`src/hdl/fhr_defines.svh`:
```
`ifndef FHR_DEFINES_SVH
`define FHR_DEFINES_SVH

// ----------------------------------------
// Register indices (byte address = 4 x index)
// ----------------------------------------
`define FHR_IDX_TAPE 10'h3F3
`define FHR_IDX_RATE 10'h3F4
`define FHR_IDX_DATA 10'h3F5
`define FHR_IDX_INPUT 10'h3F7
`define FHR_IDX_DOC 10'h000
`define FHR_IDX_IFM 10'h001
`define FHR_IDX_DTC 10'h002
`define FHR_IDX_MISC 10'h003

// ----------------------------------------
// Field positions and reset values
// ----------------------------------------
`define FHR_RSEL_RST_BIT 7
`define FHR_RSEL_PWR_BIT 6
`define FHR_RATE_RESET 2'h2
`define FHR_PRECOMP_RESET 3'h0
`define FHR_PRECOMP_DEFAULT 3'h7
`define FHR_FILL_BYTE 8'h00

// ----------------------------------------
// Timing
// ----------------------------------------
`define FHR_CLK_NS 25
`define FHR_SWRST_NS 100
`define FHR_SWRST_CYC ((`FHR_SWRST_NS + `FHR_CLK_NS - 1) / `FHR_CLK_NS)
// Precompensation figures in units of 10 ps
`define FHR_PRE_STEP_LO 16'd4167
`define FHR_PRE_STEP_HI 16'd2080
`define FHR_PRE_DEF_LO 16'd12500

// ----------------------------------------
// Data rates in Kbps
// ----------------------------------------
`define FHR_KBPS_2M 12'd2000
`define FHR_KBPS_1M 12'd1000
`define FHR_KBPS_500 12'd500
`define FHR_KBPS_300 12'd300
`define FHR_KBPS_250 12'd250

`endif

```
`src/hdl/fhr_pkg.sv`:
```
`default_nettype none

package fhr_pkg;

    // ----------------------------------------
    // Register interface modes
    // ----------------------------------------
    typedef enum logic [1:0] {
        FHR_MODE_FIRST = 2'b00,
        FHR_MODE_SECOND = 2'b01,
        FHR_MODE_THIRD = 2'b10,
        FHR_MODE_SPARE = 2'b11
    } fhr_mode_t;

    // Status delivered by the controller core
    typedef struct packed {
        logic host_transfer_allowed;
        logic transfer_way;
        logic cmd_busy;
        logic drive_seeking;
        logic fifo_cfg_set;
        logic exec_phase;
        logic xfer_error;
        logic disk_write;
        logic mfm;
        logic [7:0] rd_byte;
    } fhr_core_stat_t;

    // Commands toward the controller core
    typedef struct packed {
        logic core_reset;
        logic low_power;
        logic fifo_active;
        logic fifo_flush;
        logic cmd_abort;
        logic zero_fill;
        logic data_wr;
        logic data_rd;
        logic [7:0] data_wr_byte;
        logic transfer_engine_enable;
        logic [1:0] drive_select;
    } fhr_core_ctl_t;

    // Drive cable side outputs
    typedef struct packed {
        logic density_output;
        logic [1:0] drive_density_pins;
        logic [2:0] precomp_code;
        logic [15:0] precomp_delay;
        logic [11:0] rate_kbps;
    } fhr_drive_out_t;

    // Whole state of the register slice
    typedef struct packed {
        logic pready;
        logic pslverr;
        logic [31:0] prdata;
        logic dsk_s1;
        logic dsk_s2;
        logic [1:0] rate;
        logic [2:0] precomp;
        logic no_precomp_flag;
        logic [2:0] swrst_cnt;
        logic [1:0] drv_ctl_sel;
        logic drv_ctl_run;
        logic drv_ctl_engine;
        logic [1:0] tape_unit_select;
        fhr_mode_t iface_mode;
        logic [7:0] dtype_cfg;
        logic [1:0] drive_rate_setting;
        logic [1:0] drive_type_setting;
        logic tape_enhanced;
        logic force_en;
        logic force_val;
        logic fifo_en;
        logic exec_seen;
        fhr_core_ctl_t ctl;
        fhr_drive_out_t drv;
    } fhr_state_t;

endpackage : fhr_pkg

`default_nettype wire

```
`src/hdl/fhr_regs.sv`:
```
// How it works
// Normal mode: tape register keeps two select bits, bits 2-7 read zero.
// Enhanced mode: tape bits 5:4 show drive-type pair picked by drive select.
// Rate register write-only, hardware reset loads 02h, software reset keeps it.
// Active data rate is the latest rate write of either register.
// Rate bits 2-4 pick precompensation delay; steps 41.67 ns or 20.8 ns.
// Bit 6 enters low power; data port, status read or soft reset exit it.
// Bit 7 resets the controller like the drive control reset, self clearing.
// Rate codes 11/00/10/01 map to 1M/500K/250K/300-500-2M; FM halves; density high for 11,00.
// Drive density pins are chosen from rate bits and density by drive type.
// Main status readable any time, valid straight after a data transfer.
// Status bit 0 shows seeking; bits 1-3 and 5 read zero.
// Status bit 4 shows command busy, as reported by the core.
// Status bit 7 allows transfer, bit 6 gives direction.
// Host reads main status before each non-DMA data byte.
// Any reset disables the FIFO until a configure command enables it.
// FIFO bypassed during command phase, flushed on entering execution.
// Overrun/underrun aborts the command; disk writes finish with zero fill.
// Host services a threshold request within threshold x 8 bit times less 1.5 us.
// First mode input register: bits 0-6 zero, bit 7 media change or forced value.
// Second mode: low density bit, rate bits, ones in 3-6, media change.
// Third mode: rate bits, no-precomp echo, engine enable echo, zeros in 4-6.
// Density output high after hardware reset, untouched by software resets; code loads it high, then rate 10 drives it low on the first clock.
// Two interface-mode bits select among the three register modes.
// Drive control reset takes precedence over the self-clearing rate reset.
// Control writes update only rate bits, plus no-precomp in third mode.
`include "fhr_defines.svh"
`default_nettype none

module fhr_regs
    import fhr_pkg::*;
(
    input wire logic pclk, // Bus clock, 40 MHz
    input wire logic presetn, // Hardware reset, active low
    input wire logic psel, // APB select
    input wire logic penable, // APB access phase
    input wire logic pwrite, // APB direction
    input wire logic [11:0] paddr, // APB byte address
    input wire logic [31:0] pwdata, // APB write data
    output logic pready, // APB ready
    output logic pslverr, // APB error, unmapped address
    output logic [31:0] prdata, // APB read data
    input wire logic disk_change_cable, // Raw media change pin
    input wire fhr_core_stat_t core_stat, // Status from the core
    output fhr_core_ctl_t core_ctl, // Controls toward the core
    output fhr_drive_out_t drive_out // Cable side outputs
);

    // ----------------------------------------
    // Helper functions
    // ----------------------------------------

    // Density level for a rate code
    function automatic logic density_of(input logic [1:0] rate);
        density_of = (rate == 2'b11) || (rate == 2'b00);
    endfunction : density_of

    // MFM data rate in Kbps, halved for FM
    function automatic logic [11:0] kbps_of(input logic [1:0] rate, input logic [1:0] drt, input logic mfm);
        logic [11:0] k;
        k = `FHR_KBPS_250;
        case (rate)
            2'b11: k = `FHR_KBPS_1M;
            2'b00: k = `FHR_KBPS_500;
            2'b10: k = `FHR_KBPS_250;
            2'b01:
            begin
                case (drt)
                    2'b00: k = `FHR_KBPS_300;
                    2'b01: k = `FHR_KBPS_500;
                    2'b10: k = `FHR_KBPS_2M;
                    default: k = `FHR_KBPS_300;
                endcase
            end
            default: k = `FHR_KBPS_250;
        endcase
        kbps_of = mfm ? k : {1'b0, k[11:1]};
    endfunction : kbps_of

    // Precompensation delay in 10 ps units
    // Code 7 is the default setting: one step at 1 Mbps and above,
    // a fixed 125 ns below that
    function automatic logic [15:0] precomp_of(input logic [2:0] code, input logic [11:0] kbps);
        logic [15:0] step;
        logic [15:0] n;
        step = (kbps == `FHR_KBPS_2M) ? `FHR_PRE_STEP_HI : `FHR_PRE_STEP_LO;
        n = {13'h0000, code};
        if (code != `FHR_PRECOMP_DEFAULT)
        begin
            precomp_of = 16'(step * n);
        end
        else if (kbps >= `FHR_KBPS_1M)
        begin
            precomp_of = step;
        end
        else
        begin
            precomp_of = `FHR_PRE_DEF_LO;
        end
    endfunction : precomp_of

    // ----------------------------------------
    // State
    // ----------------------------------------
    fhr_state_t q;
    fhr_state_t d;
    logic setup;
    logic done;
    logic [9:0] idx;
    logic aligned;
    logic hit;
    logic [7:0] rd_byte;
    logic media;
    logic [1:0] sel_pair;
    logic wr_data;
    logic wr_rsel;

    // Decode of the current APB request
    // The first access cycle captures read data, so status sampled
    // there already shows a data transfer that completed earlier;
    // the completing cycle commits writes
    always_comb
    begin
        setup = psel && penable && !q.pready;
        done = psel && penable && q.pready;
        idx = paddr[11:2];
        aligned = (paddr[1:0] == 2'b00);
        hit = aligned && ((idx == `FHR_IDX_TAPE) || (idx == `FHR_IDX_RATE) || (idx == `FHR_IDX_DATA)
            || (idx == `FHR_IDX_INPUT) || (idx == `FHR_IDX_DOC) || (idx == `FHR_IDX_IFM)
            || (idx == `FHR_IDX_DTC) || (idx == `FHR_IDX_MISC));
        wr_data = done && pwrite && hit;
        wr_rsel = wr_data && (idx == `FHR_IDX_RATE);
    end

    // Read data selection
    always_comb
    begin
        media = q.force_en ? q.force_val : !q.dsk_s2;
        case (q.drv_ctl_sel)
            2'b00: sel_pair = q.dtype_cfg[1:0];
            2'b01: sel_pair = q.dtype_cfg[3:2];
            2'b10: sel_pair = q.dtype_cfg[5:4];
            default: sel_pair = q.dtype_cfg[7:6];
        endcase
        rd_byte = 8'h00;
        case (idx)
            `FHR_IDX_TAPE:
            begin
                rd_byte = {6'h00, q.tape_unit_select};
                if (q.tape_enhanced)
                begin
                    rd_byte[5:4] = sel_pair;
                end
            end
            // Handshake status, reserved bits stay low
            `FHR_IDX_RATE:
            begin
                rd_byte[7] = core_stat.host_transfer_allowed;
                rd_byte[6] = core_stat.transfer_way;
                rd_byte[4] = core_stat.cmd_busy;
                rd_byte[0] = core_stat.drive_seeking;
            end
            `FHR_IDX_DATA: rd_byte = core_stat.rd_byte;
            // Input register layout depends on the interface mode
            `FHR_IDX_INPUT:
            begin
                case (q.iface_mode)
                    FHR_MODE_SECOND: rd_byte = {media, 4'hF, q.rate[1], q.rate[0], !q.drv.density_output};
                    FHR_MODE_THIRD: rd_byte = {media, 3'b000, q.drv_ctl_engine, q.no_precomp_flag, q.rate};
                    default: rd_byte = {media, 7'h00};
                endcase
            end
            `FHR_IDX_DOC: rd_byte = {4'h0, q.drv_ctl_engine, q.drv_ctl_run, q.drv_ctl_sel};
            `FHR_IDX_IFM: rd_byte = {4'h0, q.iface_mode, 2'b00};
            `FHR_IDX_DTC: rd_byte = q.dtype_cfg;
            `FHR_IDX_MISC: rd_byte = {1'b0, q.force_val, q.force_en, q.tape_enhanced,
                q.drive_type_setting, q.drive_rate_setting};
            default: rd_byte = 8'h00;
        endcase
    end

    // ----------------------------------------
    // Next state
    // ----------------------------------------
    // Register map, byte address = 4 x index:
    //   tape and drive type, rate select write / status read,
    //   data byte port, rate control write / input register read.
    // Local configuration words hold what a configuration space
    // holds elsewhere: drive control, interface mode, drive type
    // pairs and miscellaneous settings (drive rate table, drive
    // type table, enhanced tape mode, forced media change).
    // Unmapped or misaligned addresses answer with an error; unmapped
    // ones read back zero, misaligned ones read the register of their
    // index; writes to them are dropped.
    always_comb
    begin
        d = q;
        // Media change pin synchroniser
        // Two stages before anything reads the pin
        d.dsk_s1 = disk_change_cable;
        d.dsk_s2 = q.dsk_s1;
        // One-cycle pulses default low
        d.ctl.data_wr = 1'b0;
        d.ctl.data_rd = 1'b0;
        d.ctl.fifo_flush = 1'b0;
        d.ctl.cmd_abort = 1'b0;
        // APB: one wait state, data captured in the first access cycle
        d.pready = setup;
        // Error flag stands only alongside ready
        d.pslverr = setup && !hit;
        if (setup)
        begin
            d.prdata = {24'h00_0000, pwrite ? 8'h00 : rd_byte};
        end
        // Register writes take effect at the completing edge
        if (wr_data)
        begin
            case (idx)
                `FHR_IDX_TAPE: d.tape_unit_select = pwdata[1:0];
                `FHR_IDX_RATE:
                begin
                    d.rate = pwdata[1:0];
                    d.precomp = pwdata[4:2];
                    if (pwdata[`FHR_RSEL_PWR_BIT])
                    begin
                        d.ctl.low_power = 1'b1;
                    end
                end
                `FHR_IDX_DATA:
                begin
                    d.ctl.data_wr = 1'b1;
                    d.ctl.data_wr_byte = pwdata[7:0];
                end
                // Rate control: reserved bits ignored, no-precomp only in the third mode
                `FHR_IDX_INPUT:
                begin
                    d.rate = pwdata[1:0];
                    if (q.iface_mode == FHR_MODE_THIRD)
                    begin
                        d.no_precomp_flag = pwdata[2];
                    end
                end
                `FHR_IDX_DOC:
                begin
                    // Drive control: select, run (0 holds reset), engine enable
                    d.drv_ctl_sel = pwdata[1:0];
                    d.drv_ctl_run = pwdata[2];
                    d.drv_ctl_engine = pwdata[3];
                end
                `FHR_IDX_IFM: d.iface_mode = fhr_mode_t'(pwdata[3:2]);
                `FHR_IDX_DTC: d.dtype_cfg = pwdata[7:0];
                `FHR_IDX_MISC:
                begin
                    d.drive_rate_setting = pwdata[1:0];
                    d.drive_type_setting = pwdata[3:2];
                    d.tape_enhanced = pwdata[4];
                    d.force_en = pwdata[5];
                    d.force_val = pwdata[6];
                end
                default: d.tape_unit_select = q.tape_unit_select;
            endcase
        end
        // Reads with side effects
        if (done && !pwrite && hit)
        begin
            if (idx == `FHR_IDX_DATA)
            begin
                d.ctl.data_rd = 1'b1;
            end
        end
        // Data port or status access ends low power
        // Software reset ends it as well, further down
        if (done && hit && ((idx == `FHR_IDX_DATA) || ((idx == `FHR_IDX_RATE) && !pwrite)))
        begin
            d.ctl.low_power = 1'b0;
        end
        // Self-clearing reset stretched to the minimum reset width
        // One write gives several reset cycles, so the core sees the
        // minimum width without a second host write
        if (wr_rsel && pwdata[`FHR_RSEL_RST_BIT])
        begin
            d.swrst_cnt = 3'(`FHR_SWRST_CYC);
        end
        else if (q.swrst_cnt != 3'h0)
        begin
            d.swrst_cnt = q.swrst_cnt - 3'h1;
        end
        // Drive control reset holds the core on its own, so it wins
        // over the stretch counter running out
        d.ctl.core_reset = !d.drv_ctl_run || (d.swrst_cnt != 3'h0);
        // FIFO enable, bypass and flush
        // Flush is one pulse on the rise of execution, so stale bytes
        // of a cut command never reach the host
        if (core_stat.fifo_cfg_set)
        begin
            d.fifo_en = 1'b1;
        end
        d.exec_seen = core_stat.exec_phase;
        if (core_stat.exec_phase && !q.exec_seen)
        begin
            d.ctl.fifo_flush = 1'b1;
        end
        if (!core_stat.exec_phase)
        begin
            d.ctl.zero_fill = 1'b0;
        end
        // Overrun or underrun ends the command
        if (core_stat.xfer_error && core_stat.exec_phase)
        begin
            d.ctl.cmd_abort = 1'b1;
            d.ctl.zero_fill = core_stat.disk_write;
        end
        // Software reset clears core-facing state only
        if (q.ctl.core_reset)
        begin
            d.fifo_en = 1'b0;
            d.ctl.low_power = 1'b0;
            d.ctl.zero_fill = 1'b0;
            d.ctl.cmd_abort = 1'b0;
            d.ctl.fifo_flush = 1'b0;
        end
        d.ctl.fifo_active = d.fifo_en && core_stat.exec_phase;
        // Mirrors of drive control toward the core
        d.ctl.transfer_engine_enable = d.drv_ctl_engine;
        d.ctl.drive_select = d.drv_ctl_sel;
        // Cable side outputs follow the active rate
        // Software resets never touch the rate, so density keeps its level
        // through them
        d.drv.density_output = density_of(d.rate);
        case (d.drive_type_setting)
            2'b00: d.drv.drive_density_pins = {d.rate[0], d.drv.density_output};
            2'b10: d.drv.drive_density_pins = {d.rate[0], d.rate[1]};
            2'b01: d.drv.drive_density_pins = {d.rate[0], !d.drv.density_output};
            default: d.drv.drive_density_pins = {d.rate[1], d.rate[0]};
        endcase
        d.drv.precomp_code = d.precomp;
        d.drv.rate_kbps = kbps_of(d.rate, d.drive_rate_setting, core_stat.mfm);
        d.drv.precomp_delay = precomp_of(d.precomp, kbps_of(d.rate, d.drive_rate_setting, 1'b1));
    end

    // ----------------------------------------
    // State register
    // ----------------------------------------
    // Hardware reset: 250 Kbps, density high, core held in reset
    // until drive control releases it
    always_ff @(posedge pclk or negedge presetn)
    begin
        if (!presetn)
        begin
            q <= '0;
            q.rate <= `FHR_RATE_RESET;
            q.precomp <= `FHR_PRECOMP_RESET;
            q.ctl.core_reset <= 1'b1;
            q.drv.density_output <= 1'b1;
            q.drv.drive_density_pins <= 2'b01;
            q.drv.rate_kbps <= `FHR_KBPS_250;
        end
        else
        begin
            q <= d;
        end
    end

    // ----------------------------------------
    // Outputs straight from the state register
    // ----------------------------------------
    assign pready = q.pready;
    assign pslverr = q.pslverr;
    assign prdata = q.prdata;
    assign core_ctl = q.ctl;
    assign drive_out = q.drv;

endmodule : fhr_regs

`default_nettype wire

```
`config.mk`:
```
export PLATFORM = sky130hd
export DESIGN_NAME = fhr_regs
export DESIGN_NICKNAME = d
export VERILOG_FILES = /design/src/hdl/fhr_pkg.sv /design/src/hdl/fhr_regs.sv
export VERILOG_INCLUDE_DIRS = /design/src /design/src/hdl
export SDC_FILE = /design/constraint.sdc
export NUM_CORES = 1
export LEC_CHECK = 0
export BUFFER_PORTS_ARGS = -buffer_cell sky130_fd_sc_hd__buf_2
export CORE_MARGIN = 2
export CORE_UTILIZATION = 53
export DETAILED_ROUTE_END_ITERATION = 16
export PLACE_DENSITY = 0.81
export SYNTH_ARGS = -nofsm -noshare
export SYNTH_HDL_FRONTEND = slang
export SYNTH_SLANG_ARGS = --single-unit
```
`constraint.sdc`:
```
create_clock -name pclk -period 6.2 [get_ports pclk]
set_clock_uncertainty 0.1 [all_clocks]
set_input_delay 0.62 -clock pclk [delete_from_list [all_inputs] [get_ports pclk]]
set_output_delay 0.62 -clock pclk [all_outputs]
set_load 0.03 [all_outputs]
```
* Word level (Yosys, flattened, before mapping) *
Index checks and enable logic that the tools add are counted.

storage, ports and cells
  logic and storage cells = 157
  ROM bits = 0
  output and inout port bits = 87
  bits in latches = 0
  flip-flop bits (word level) = 93
  memories = 0
  bits in writable memories = 0
  input bits = 67

cells by class
  shifts and indexed selects = 0
  bitwise logic cells = 0
  eq/ne operators = 21
  order comparisons = 1
  multipliers = 1
  multiplexer cells = 44
  reduce and logical (&&, ||, !) cells = 54
  $add $sub $neg = 1
  divide/modulo/power cells = 0

operator list
  cell                                                                                    count
  12-bit case mux with 4 select lines                                                     1
  10-bit == test (second input constant)                                                  4
  11-bit case mux with 2 select lines                                                     1
  21-bit two-way mux                                                                      1
  3-bit case mux with 7 select lines                                                      1
  10-bit by 2-bit == test with 1-bit output (second input constant)                       2
  1-bit logical AND                                                                       17
  13-bit by 3-bit multiplier with 16-bit output                                           1
  16-bit two-way mux                                                                      1
  8-bit two-way mux                                                                       2
  1-bit two-way mux                                                                       15
  3-bit nonzero test                                                                      5
  14-bit two-way mux                                                                      1
  7-bit case mux with 2 select lines                                                      1
  13-bit two-way mux                                                                      1
  12-bit by 11-bit == test with 1-bit output (second input constant)                      1
  2-bit == test (second input constant)                                                   6
  12-bit by 10-bit greater-or-equal comparator with 1-bit output (second input constant)  1
  12-bit two-way mux                                                                      1
  2-bit two-way mux                                                                       6
  3-bit two-way mux                                                                       4
  2-bit case mux with 3 select lines                                                      2
  2-bit AND reduction                                                                     6
  10-bit by 1-bit == test with 1-bit output (second input constant)                       1
  other kinds (16)                                                                        40

* Depth between registers and ports, before layout *
Gate-level depths: netlist of the first run.

  word-level depth = 18
  mapped depth = 18
  mapped depth without buffers = 17

* Worst setup path before layout of the first run *
OpenSTA, ideal clock, no wires.

  kind = input port to flip-flop
  from = in paddr[8]
  to = reg q, in the netlist drive_out[20]
  data arrival time = 4.746 ns
  setup time = 0.079 ns
  stages = 14
  data required time = 6.021 ns
  slack = 1.275 ns
  path buffers = 0
  cells stage by stage = nor4_1 nand4_1 mux2_2 ha_1 nor4_1 nand2_1 nand2_1 inv_1 fa_1 ha_1 fa_1 a21o_1 a41oi_2 mux2i_1

RTL lines
  what                RTL line         text
  start: declaration  fhr_regs.sv:38   input wire logic [11:0] paddr,
  end: declaration    fhr_regs.sv:105  fhr_state_t q;

==> results of run 1 <==
metrics by stage:
stage | setup WS (ns) | cell area (sq um) | std cells
detailed placement | 0.697 | 5410 | 668
global placement | 0.750 | 5410 | 668
CTS | 1.02 | 5630 | 684
floorplan | 1.27 | 5390 | 525
finish | 1.00 | 5630 | 684
global route | 0.530 | 5630 | 684
worst reg2reg max path, delay by kind of cell, from the launching register on:
family	cells	cell delay (ns)
buf+inv	3	0.45
compound gates	2	0.42
simple gates	6	1.51
mux	2	0.64
flops	1	0.41
fa+ha+maj	4	1.47
synthesized netlist by cell type (4+ instances only):
library cell	n	area [sq um]
a21oi_1	18	90.1
a22o_1	7	61.3
a22oi_1	4	30.0
and2_1	6	37.5
and3_1	5	31.3
buf_2	5	25.0
buf_4	86	646
clkbuf_1	5	18.8
dfrtp_1	81	2030
dfstp_2	10	263
fa_1	4	80.1
ha_1	19	238
inv_1	29	109
mux2_2	32	360
mux2i_1	19	190
nand2_1	33	124
nand2b_1	4	25.0
nand3_1	10	50.1
nand4_1	4	25.0
nor2_1	29	109
nor3_1	7	35.0
nor4_1	6	37.5
o21ai_0	11	55.1
area by class of cell:
cell class,count,area [sq um]
fillers,869,4100
repair buffers,108,556
clock buffers,11,141
clock inverters,5,85.1
flip-flops and latches,91,2290
well taps,133,166
inverters,29,109
multi-input cells,307,2280
path summary, 6_finish.rpt:
check                              start            end  depth (start not counted)
worst max-delay path            paddr[5]  drive_out[20]                         17
worst min-delay path               d[87]          q[87]                          0
worst max register to register    pready  drive_out[20]                         17
worst min register to register     d[87]          q[87]                          0
max in group asynchronous        presetn  drive_out[29]                          1
min in group asynchronous        presetn   core_ctl[15]                          1
kinds of logic after synthesis:
group | count (synthesis) | synth area share (%)
flops | 91 | 43.3
xor+xnor | 4 | 0.663
fa+ha+maj | 23 | 6.01
mux | 54 | 11.7
other cells | 1 | 0.0709
simple gates | 124 | 12.9
compound gates | 74 | 10.0
buf+inv | 127 | 15.4
layer usage:
metal / share of wire (%) / wire (um)
met1: 43 / 4730
met2: 49 / 5450
met3: 6.0 / 661
met4: 1.6 / 180
met5: 0 / 0
power breakdown:
| group | internal (mW) | switching (mW) |
|---|---|---|
| clock | 0.241 | 0.212 |
| combinational | 0.0427 | 0.0956 |
| sequential | 0.605 | 0.00711 |
| total | 0.888 | 0.315 |
sequential cells by signal (all words and copies together) (netlist names):
signal	cells
core_ctl	19
drive_out	32
d	1
pready	1
prdata	8
pslverr	1
q	29
cells in the final DEF (no fill, tap or decap), types with 3 or more instances in the layout:
cell type / n
and3_1: 5
nand2_1: 33
mux4_2: 3
a22oi_1: 4
nand3_1: 10
o21ai_0: 11
mux2i_1: 19
nor2_1: 29
nor2b_1: 3
inv_1: 29
nor3_1: 7
mux2_2: 32
a21oi_1: 18
clkbuf_8: 10
nand2b_1: 4
o2bb2ai_1: 3
a211oi_1: 3
and4_1: 3
buf_2: 102
buf_4: 6
a21o_1: 3
nor4_1: 6
dfrtp_1: 81
fa_1: 4
conb_1: 28
and2_1: 6
dfstp_2: 10
a22o_1: 7
ha_1: 19
nand4_1: 4
xnor2_1: 3
==> metrics.cfg, run 1 <==
[status]
status = complete, no violations

[critical_path]
path_buf_inv = 3
endpoint_kind = register
path_cells = buf_2 > nand4b_2 > nor2_1 > nand3_1 > mux2i_1 > inv_1 > ha_1 > nor4_1 > nand2_1 > nand2_1 > inv_1 > fa_1 > ha_1 > fa_1 > a21o_1 > a41oi_2 > mux2i_1
cp-start-kind = primary input
cp_top_family = simple AND/OR/NAND/NOR gates
cp_slowest_cell = nor4_1
ff2ff_setup_slack_ns = 1.13
cp.arrival_ns = 5.39
worstPathRequired_ns = 6.39
critical_path_class = primary input to register
crit_path_max_incr_delay_ns = 0.50
path_max_fanout = 11

[sta]
period_needed_ns = 5.20
drv_slew = 0
final-hold-violation-count = 0
relSlewSlack_pct = 26.8
finalCritPeriodShare_pct = 83.9
setup_viol = 0
tightestPinTransition_ns = 1.10
fin_setup_tns_ns = 0
rsz0062_at_grt = no
holdWs_ns = 0.258
fmax_ghz = 0.192

[pwr]
ir_worst_vdd_v = 0.000111
p_per_area_nw_per_um2 = 214
power.total_mw = 1.20
p_leak_nw = 3.00

[cts]
post_cts_buffers = 0
cts_resized = 0
cts_made_buffers = 9
cts_sinks = 91
cts_tree = built
clk_latency_ns = 0.35
cts.clk_slew.worst_paths_ns = 0.09
htree_levels = 3
clk_path_buf_depth = 2
cts-root-buf = clkbuf_8
hold_buffers = 0

[detailed_routing]
routedWlPerCell_um = 16.1
drtAntennaViolNets = 0
viasPerCell = 5.23
drc_errors = 0
drt_first_pass_iters = 4
wl_um = 11000
drtIter0Drc = 227
num_vias = 3577

[yosys]
synthCells = 498
synthDistinctLibCells = 63
yosysWarnings = 0
ys.flop_type = dfrtp_1
synth_seq_cells = 91
syn_area_sq_um = 5290
synthArstFlopShare_pct = 100
synth-edff-count = 0
yosysSeqAreaShare_pct = 43.3
avgSynthCellArea_sq_um = 10.6

[floorplanning]
die-width_um = 104
std_cell_rows = 36
start_util_pct = 54.3
fp.coreArea_sq_um = 9730
die_y_um = 104
die_area_sq_um = 10800
io_pins = 154

[finish]
final_nets = 636
drive_above_1_share_pct = 32.3
areaGrowthSynthToFinish_pct = 6.53
antennaDiodeCount = 0
final_util_pct = 57.9

[global_routing]
use_met3_pct = 5.08
grt_overflow = 0
met2_usage_pct = 35.7
grt_max_degree = 92
grt_usage_pct = 21.1
grt_pass1_wl_um = 18400
grt_use_met1_pct = 27.1
grt_busiest_layer = met2
antenna_found_initial = 0
grt_pass1_vias = 3697

[placed_design]
gp_congestion = 0.857
post-dp-hpwl_um = 8160
numPortBuffers = 103

[flow_run]
maxCapViolations = 0

[min_path]
hp-class = register to register

(Power assumes the default switching activity.)
==> run 2, diff against run 1 <==
Settings changed: ABC_AREA from default to 1.
Clock period 6.2 ns to 5.2 ns, I/O delays scaled along.
==> metrics.cfg, run 2 <==
[critical_path]
reg2reg_to = drive_out[20]
path_common_cell = nand2_1
ff2ff_setup_slack_ns = 0.86  ; -0.27 ns
crit_path_max_incr_delay_ns = 0.44  ; -0.06 ns
r2r_cells = 24  ; +7
path_max_fanout = 5  ; -6
cp.arrival_ns = 4.80  ; -0.59 ns
endpoint_kind = register
worstPathRequired_ns = 5.36  ; -1.03 ns
cp_slowest_cell = fa_1
worstReg2RegStart = pready
cp-start-kind = primary input
critical_path_class = primary input to register

[finish]
register_area_sq_um = 2290  ; unchanged
finalInstanceArea_sq_um = 5880  ; +4.3%
mostFrequentLayoutCells = nand2_1 (145), buf_2 (102), inv_1 (88)
largest_register_ffs = 32  ; unchanged
multi_input_area_sq_um = 2200  ; -3.8%
fill_cells = 895  ; +3.0%
areaGrowthSynthToFinish_pct = 8.23
drive_above_1_share_pct = 25.0  ; -7.3 points
final_common_cell = nand2_1
antennaDiodeCount = 0  ; unchanged
final_nets = 818  ; +29%

[placed_design]
post-dp-hpwl_um = 9430  ; +16%
numPortBuffers = 103  ; unchanged
placed_area_sq_um = 5660  ; +4.7%
gp_congestion = 0.937  ; +9.4%

[yosys]
yosysWarnings = 0  ; unchanged
yosysSeqAreaShare_pct = 42.2  ; -1.1 points
synthCells = 660  ; +33%
ys.flop_type = dfrtp_1
synth_common_cells = nand2_1 (145), inv_1 (88), buf_4 (85)
synthMostInstantiatedCell = nand2_1
syn_area_sq_um = 5430  ; +2.7%
synthDistinctLibCells = 46  ; -27%
avgSynthCellArea_sq_um = 8.23  ; -23%
synthTopCellsByArea = dfrtp_1 (37%), buf_4 (12%), nand2_1 (10%)
synth_seq_cells = 91  ; unchanged
synth-edff-count = 0  ; unchanged
yosys.area.top_type = dfrtp_1
synthArstFlopShare_pct = 100  ; unchanged
synth_top_area_share_pct = 37.3  ; -1.0 points

[cts]
cts-root-buf = clkbuf_8
clk_latency_ns = 0.38  ; +0.03 ns
cts_sinks = 91  ; unchanged
htree_levels = 3  ; unchanged
cts.clk_slew.worst_paths_ns = 0.10  ; about the same
cts_resized = 0  ; unchanged
cts_tree = built
clk_path_buf_depth = 2  ; unchanged
cts_made_buffers = 9  ; unchanged

[floorplanning]
start_util_pct = 55.0  ; +0.70 points
die-width_um = 105  ; +1.3%
fp.coreArea_sq_um = 9860  ; +1.4%
die_area_sq_um = 11100  ; +2.6%
die_y_um = 105  ; +1.3%
std_cell_rows = 36  ; unchanged
io_pins = 154  ; unchanged

[detailed_routing]
num_vias = 4269  ; +19%
drtAntennaViolNets = 0  ; unchanged
viasPerCell = 4.93  ; -5.7%
drc_errors = 0  ; unchanged
wl_um = 12100  ; +9.5%
routedWlPerCell_um = 13.9  ; -14%
drt_first_pass_iters = 5  ; +1
drtIter0Drc = 293  ; +29%

[sta]
finalCritPeriodShare_pct = 89.1
fmax_ghz = 0.216
fin_setup_tns_ns = 0  ; unchanged
period_needed_ns = 4.64
rsz0062_at_grt = no
tightestPinTransition_ns = 1.08  ; -0.0193 ns
drv_slew = 0  ; unchanged
relSlewSlack_pct = 28.1  ; +1.3 points
final-hold-violation-count = 0  ; unchanged
setup_viol = 0  ; unchanged

[pwr]
p_int_uw = 968  ; +8.9%
switchingPower_uw = 350  ; +11%
clkPwrFrac_pct = 37.6  ; about the same
p_seq_share_pct = 54.3  ; +3.4 points
p_per_area_nw_per_um2 = 224  ; +4.9%
combPwrFrac_pct = 8.1  ; -3.4 points
ir_worst_vdd_v = 0.000167  ; +50%
switching_share_pct = 26.5  ; +0.38 points
p_leak_nw = 3.25  ; +8.4%

[min_path]
hp-start = disk_change_cable
hold_end = d[87]
hold_path_depth = 1  ; +1
hp-class = primary input to register

[flow_run]
maxCapViolations = 0  ; unchanged

[global_routing]
grt_max_degree = 90  ; -2.2%
grt_usage_pct = 22.6  ; +1.5 points
grt_pass1_wl_um = 19600  ; +6.7%
grt_overflow = 0  ; unchanged
grt_pass1_vias = 4103  ; +11%
antenna_found_initial = 0  ; unchanged

[status]
status = complete, no violations

[run 2: repair_timing]
action | in CTS | in global routing
buffers inserted | 0 | 0
hold buffers | 1 | 0
hold endpoints to repair | 2 | 0
[run 2: metal layers]
layer	vias up	share of wire (%)	wire (um)	GRT usage, %
li1	2125	-	-	-
met1	2003	47	5670	30.6
met2	126	46	5560	36.9
met3	15	5.4	647	4.08
met4	0	1.5	187	7.24
met5	-	0	0	0
[run 2: critical path: cells and delay by family]
family	cells	cell delay, ns
compound gates	3	0.61
fa+ha+maj	4	1.44
buf+inv	6	0.48
simple gates	14	1.74
[run 2: stage by stage]
stage	power, mW	worst slack (ns)	cells	utilization, %	hold slack (ns)
after floorplan	0.809	0.522	687	-	0.124
after global placement	0.834	0.249	849	57.4	0.206
after detailed placement	0.836	0.164	849	57.4	0.208
after CTS	1.33	0.562	866	59.6	0.137
after global routing	1.37	0.222	866	59.6	0.128
final	1.32	0.565	866	59.6	0.144
[run 2: logic make-up (layout without fill, tap and decap cells)]
family	after synthesis	after routing	synth area share (%)
AO/OA/AOI/OAI	100	100	10.3
AND/OR/NAND/NOR	255	255	22.1
adder cells (fa/ha/maj)	23	23	5.85
flip-flops	91	91	42.2
buffers and inverters	188	234	19.2
other	1	28	0.0691
multiplexers	1	1	0.184
XOR/XNOR	1	1	0.161
[run 2: power by group through the flow]
stage	Sequential [mW]	Combinational, mW	Clock [mW]
2_1_floorplan	0.731	0.0775	0
3_3_place_gp	0.729	0.105	0
3_5_place_dp	0.730	0.106	0
4_1_cts	0.716	0.107	0.504
5_1_grt	0.717	0.117	0.538
6_report	0.716	0.106	0.495
[run 2: layout make-up]
type | instances | area share [%]
Sequential cell | 91 | 39.0
Timing Repair Buffer | 120 | 11.0
Tap cell | 133 | 2.83
Clock inverter | 7 | 1.41
Clock buffer | 9 | 2.11
Inverter | 98 | 6.26
Multi-Input combinational cell | 408 | 37.4
[run 2: worst max path at each step]
stage	startpoint	end	slack, ns	depth (start not counted)
after detailed placement	paddr[7]	drive_out[20]	0.16	27
after floorplan	paddr[7]	drive_out[20]	0.52	26
after global placement	paddr[7]	drive_out[20]	0.25	27
final	paddr[7]	drive_out[20]	0.56	27
after global routing	paddr[7]	drive_out[20]	0.22	27
after CTS	paddr[7]	drive_out[20]	0.56	27
==> run 3, diff against run 2 <==
Settings changed: CORE_UTILIZATION 53 to 54, CTS_BUF_LIST from default to sky130_fd_sc_hd__clkbuf_4 sky130_fd_sc_hd__clkbuf_8, PLACE_DENSITY 0.81 to 0.82.
==> metrics.cfg, run 3 (synthesized netlist as in run 2, its figures left out) <==
[pwr]
p_seq_share_pct = 55.4  ; +1.1 points
switching_share_pct = 28.4  ; +1.9 points
p_int_uw = 925  ; -4.4%
p_per_area_nw_per_um2 = 222  ; -0.92%
ir_worst_vdd_v = 0.000112  ; -33%
p_leak_nw = 3.22  ; -0.77%
switchingPower_uw = 367  ; +4.9%
clkPwrFrac_pct = 36.3  ; -1.3 points
combPwrFrac_pct = 8.3  ; +0.2 points

[finish]
fill_cells = 880  ; -1.7%
mostFrequentLayoutCells = nand2_1 (145), buf_2 (102), inv_1 (88)
final_common_cell = nand2_1
final_nets = 811  ; -0.86%
largest_register_ffs = 32  ; unchanged
areaGrowthSynthToFinish_pct = 7.14
drive_above_1_share_pct = 24.2  ; -0.72 points
antennaDiodeCount = 0  ; unchanged

[global_routing]
antenna_found_initial = 0  ; unchanged
grt_overflow = 0  ; unchanged
grt_pass1_wl_um = 19900  ; +1.4%
grt_max_degree = 64  ; -29%
grt_usage_pct = 22.9  ; +0.34 points
grt_pass1_vias = 4198  ; +2.3%

[cts]
cts_made_buffers = 9  ; unchanged
cts_tree = built
cts-root-buf = clkbuf_8
cts_sinks = 91  ; unchanged
htree_levels = 3  ; unchanged
clk_path_buf_depth = 2  ; unchanged
clk_latency_ns = 0.37  ; about the same
post_cts_buffers = 0  ; unchanged
cts.clk_slew.worst_paths_ns = 0.10  ; about the same

[critical_path]
cp-start-kind = primary input
path_max_fanout = 10  ; +5
endpoint_kind = register
r2r_cells = 21  ; -13%
crit_start = paddr[9]
critical_path_class = primary input to register
worstReg2RegStart = pready
worstPathRequired_ns = 5.37  ; about the same
reg2reg_to = drive_out[20]
ff2ff_setup_slack_ns = 0.75  ; -0.11 ns
cp.arrival_ns = 4.83  ; +0.03 ns

[floorplanning]
std_cell_rows = 36  ; unchanged
die-width_um = 104  ; -0.90%
start_util_pct = 55.5  ; +0.51 points
io_pins = 154  ; unchanged
die_area_sq_um = 10900  ; -1.8%
die_y_um = 104  ; -0.90%
fp.coreArea_sq_um = 9770  ; -0.91%

[placed_design]
gp_congestion = 0.954  ; +1.8%
numPortBuffers = 103  ; unchanged
post-dp-hpwl_um = 9230  ; -2.1%
dpl_worst_slack_ns = 0.0759  ; -0.0877 ns

[sta]
rsz0062_at_grt = no
tightestPinTransition_ns = 0.776  ; -0.302 ns
period_needed_ns = 4.66  ; +0.0297 ns
holdWs_ns = 0.157  ; +0.0133 ns
finalCritPeriodShare_pct = 89.7  ; +0.57 points
setup_viol = 0  ; unchanged
worst_slack_ns = 0.535  ; -0.0297 ns
fin_setup_tns_ns = 0  ; unchanged
drv_slew = 0  ; unchanged
final-hold-violation-count = 0  ; unchanged
fmax_ghz = 0.214  ; -0.64%
relSlewSlack_pct = 48.2  ; +20 points

[detailed_routing]
wl_um = 12100  ; +0.22%
viasPerCell = 5.09  ; +3.2%
drc_errors = 0  ; unchanged
num_vias = 4369  ; +2.3%
drtAntennaViolNets = 0  ; unchanged
routedWlPerCell_um = 14.1  ; +1.0%
drt_first_pass_iters = 5  ; unchanged
drtIter0Drc = 296  ; +1.0%

[min_path]
hold_path_depth = 1  ; unchanged
hp-start = disk_change_cable
hp-class = primary input to register
hold_end = d[87]

[flow_run]
maxCapViolations = 0  ; unchanged

[status]
status = complete, no violations

## run 3: layout make-up
type	count	area (sq um)	share of cell area (%)
flip-flops and latches	91	2290	39.4
inverters	98	368	6.32
repair buffers	113	596	10.2
clock inverters	7	67.6	1.16
clock buffers	9	124	2.13
well taps	133	166	2.86
multi-input cells	408	2210	37.9
## run 3: worst max path at each step
stage | cells after the start | to | slack, ns
after global routing | 27 | drive_out[20] | 0.05
after global placement | 27 | drive_out[20] | 0.22
final | 26 | drive_out[20] | 0.54
after detailed placement | 27 | drive_out[20] | 0.08
after CTS | 26 | drive_out[20] | 0.48
after floorplan | 26 | drive_out[20] | 0.52
## run 3: per-layer routing
| layer | vias up | global-route usage (%) | routed length, um |
|---|---|---|---|
| met1 | 2049 | 30.3 | 5240 |
| met4 | 0 | 11.2 | 329 |
| met3 | 23 | 5.20 | 994 |
| met2 | 193 | 35.7 | 5530 |
| li1 | 2104 | - | - |
| met5 | - | 0 | 0 |
## run 3: repair_timing
| action | in CTS | in global routing |
|---|---|---|
| hold buffers | 1 | 0 |
| resized for setup | 0 | 1 |
| endpoints found under the setup margin | 0 | 1 |
| endpoints found under the hold margin | 26 | 0 |
## run 3: power groups by stage
| stage | logic (mW) | registers [mW] | clock network (mW) |
|---|---|---|---|
| after detailed placement | 0.106 | 0.730 | 0 |
| after global placement | 0.104 | 0.730 | 0 |
| after floorplan | 0.0775 | 0.731 | 0 |
| after global routing | 0.117 | 0.717 | 0.511 |
| after CTS | 0.107 | 0.716 | 0.484 |
| final | 0.107 | 0.716 | 0.469 |
## run 3: through the flow
stage	util, %	std cells	cell area (sq um)	power, mW
6_report	59.5	859	5820	1.29
5_1_grt	59.5	859	5820	1.35
3_3_place_gp	57.4	842	5610	0.834
4_1_cts	59.4	859	5810	1.31
3_5_place_dp	57.4	842	5610	0.836
2_1_floorplan	-	687	5530	0.809
## run 3: critical path, cell delays in order
cell,delay [ns]
buf_2,0.10
nand2_2,0.09
nor2_8,0.23
nand3_2,0.14
nand4_4,0.16
nand2_1,0.09
nor3_2,0.16
nand2_1,0.19
o21ai_0,0.28
ha_1,0.23
nor2_1,0.05
nor2_1,0.15
nand2_1,0.16
nor4_4,0.23
inv_1,0.13
nand2_1,0.16
inv_2,0.10
fa_1,0.46
ha_1,0.25
fa_1,0.42
a21oi_1,0.17
nor3_1,0.07
nand3_1,0.10
nand3_1,0.07
nand2_1,0.07
nor2_1,0.05
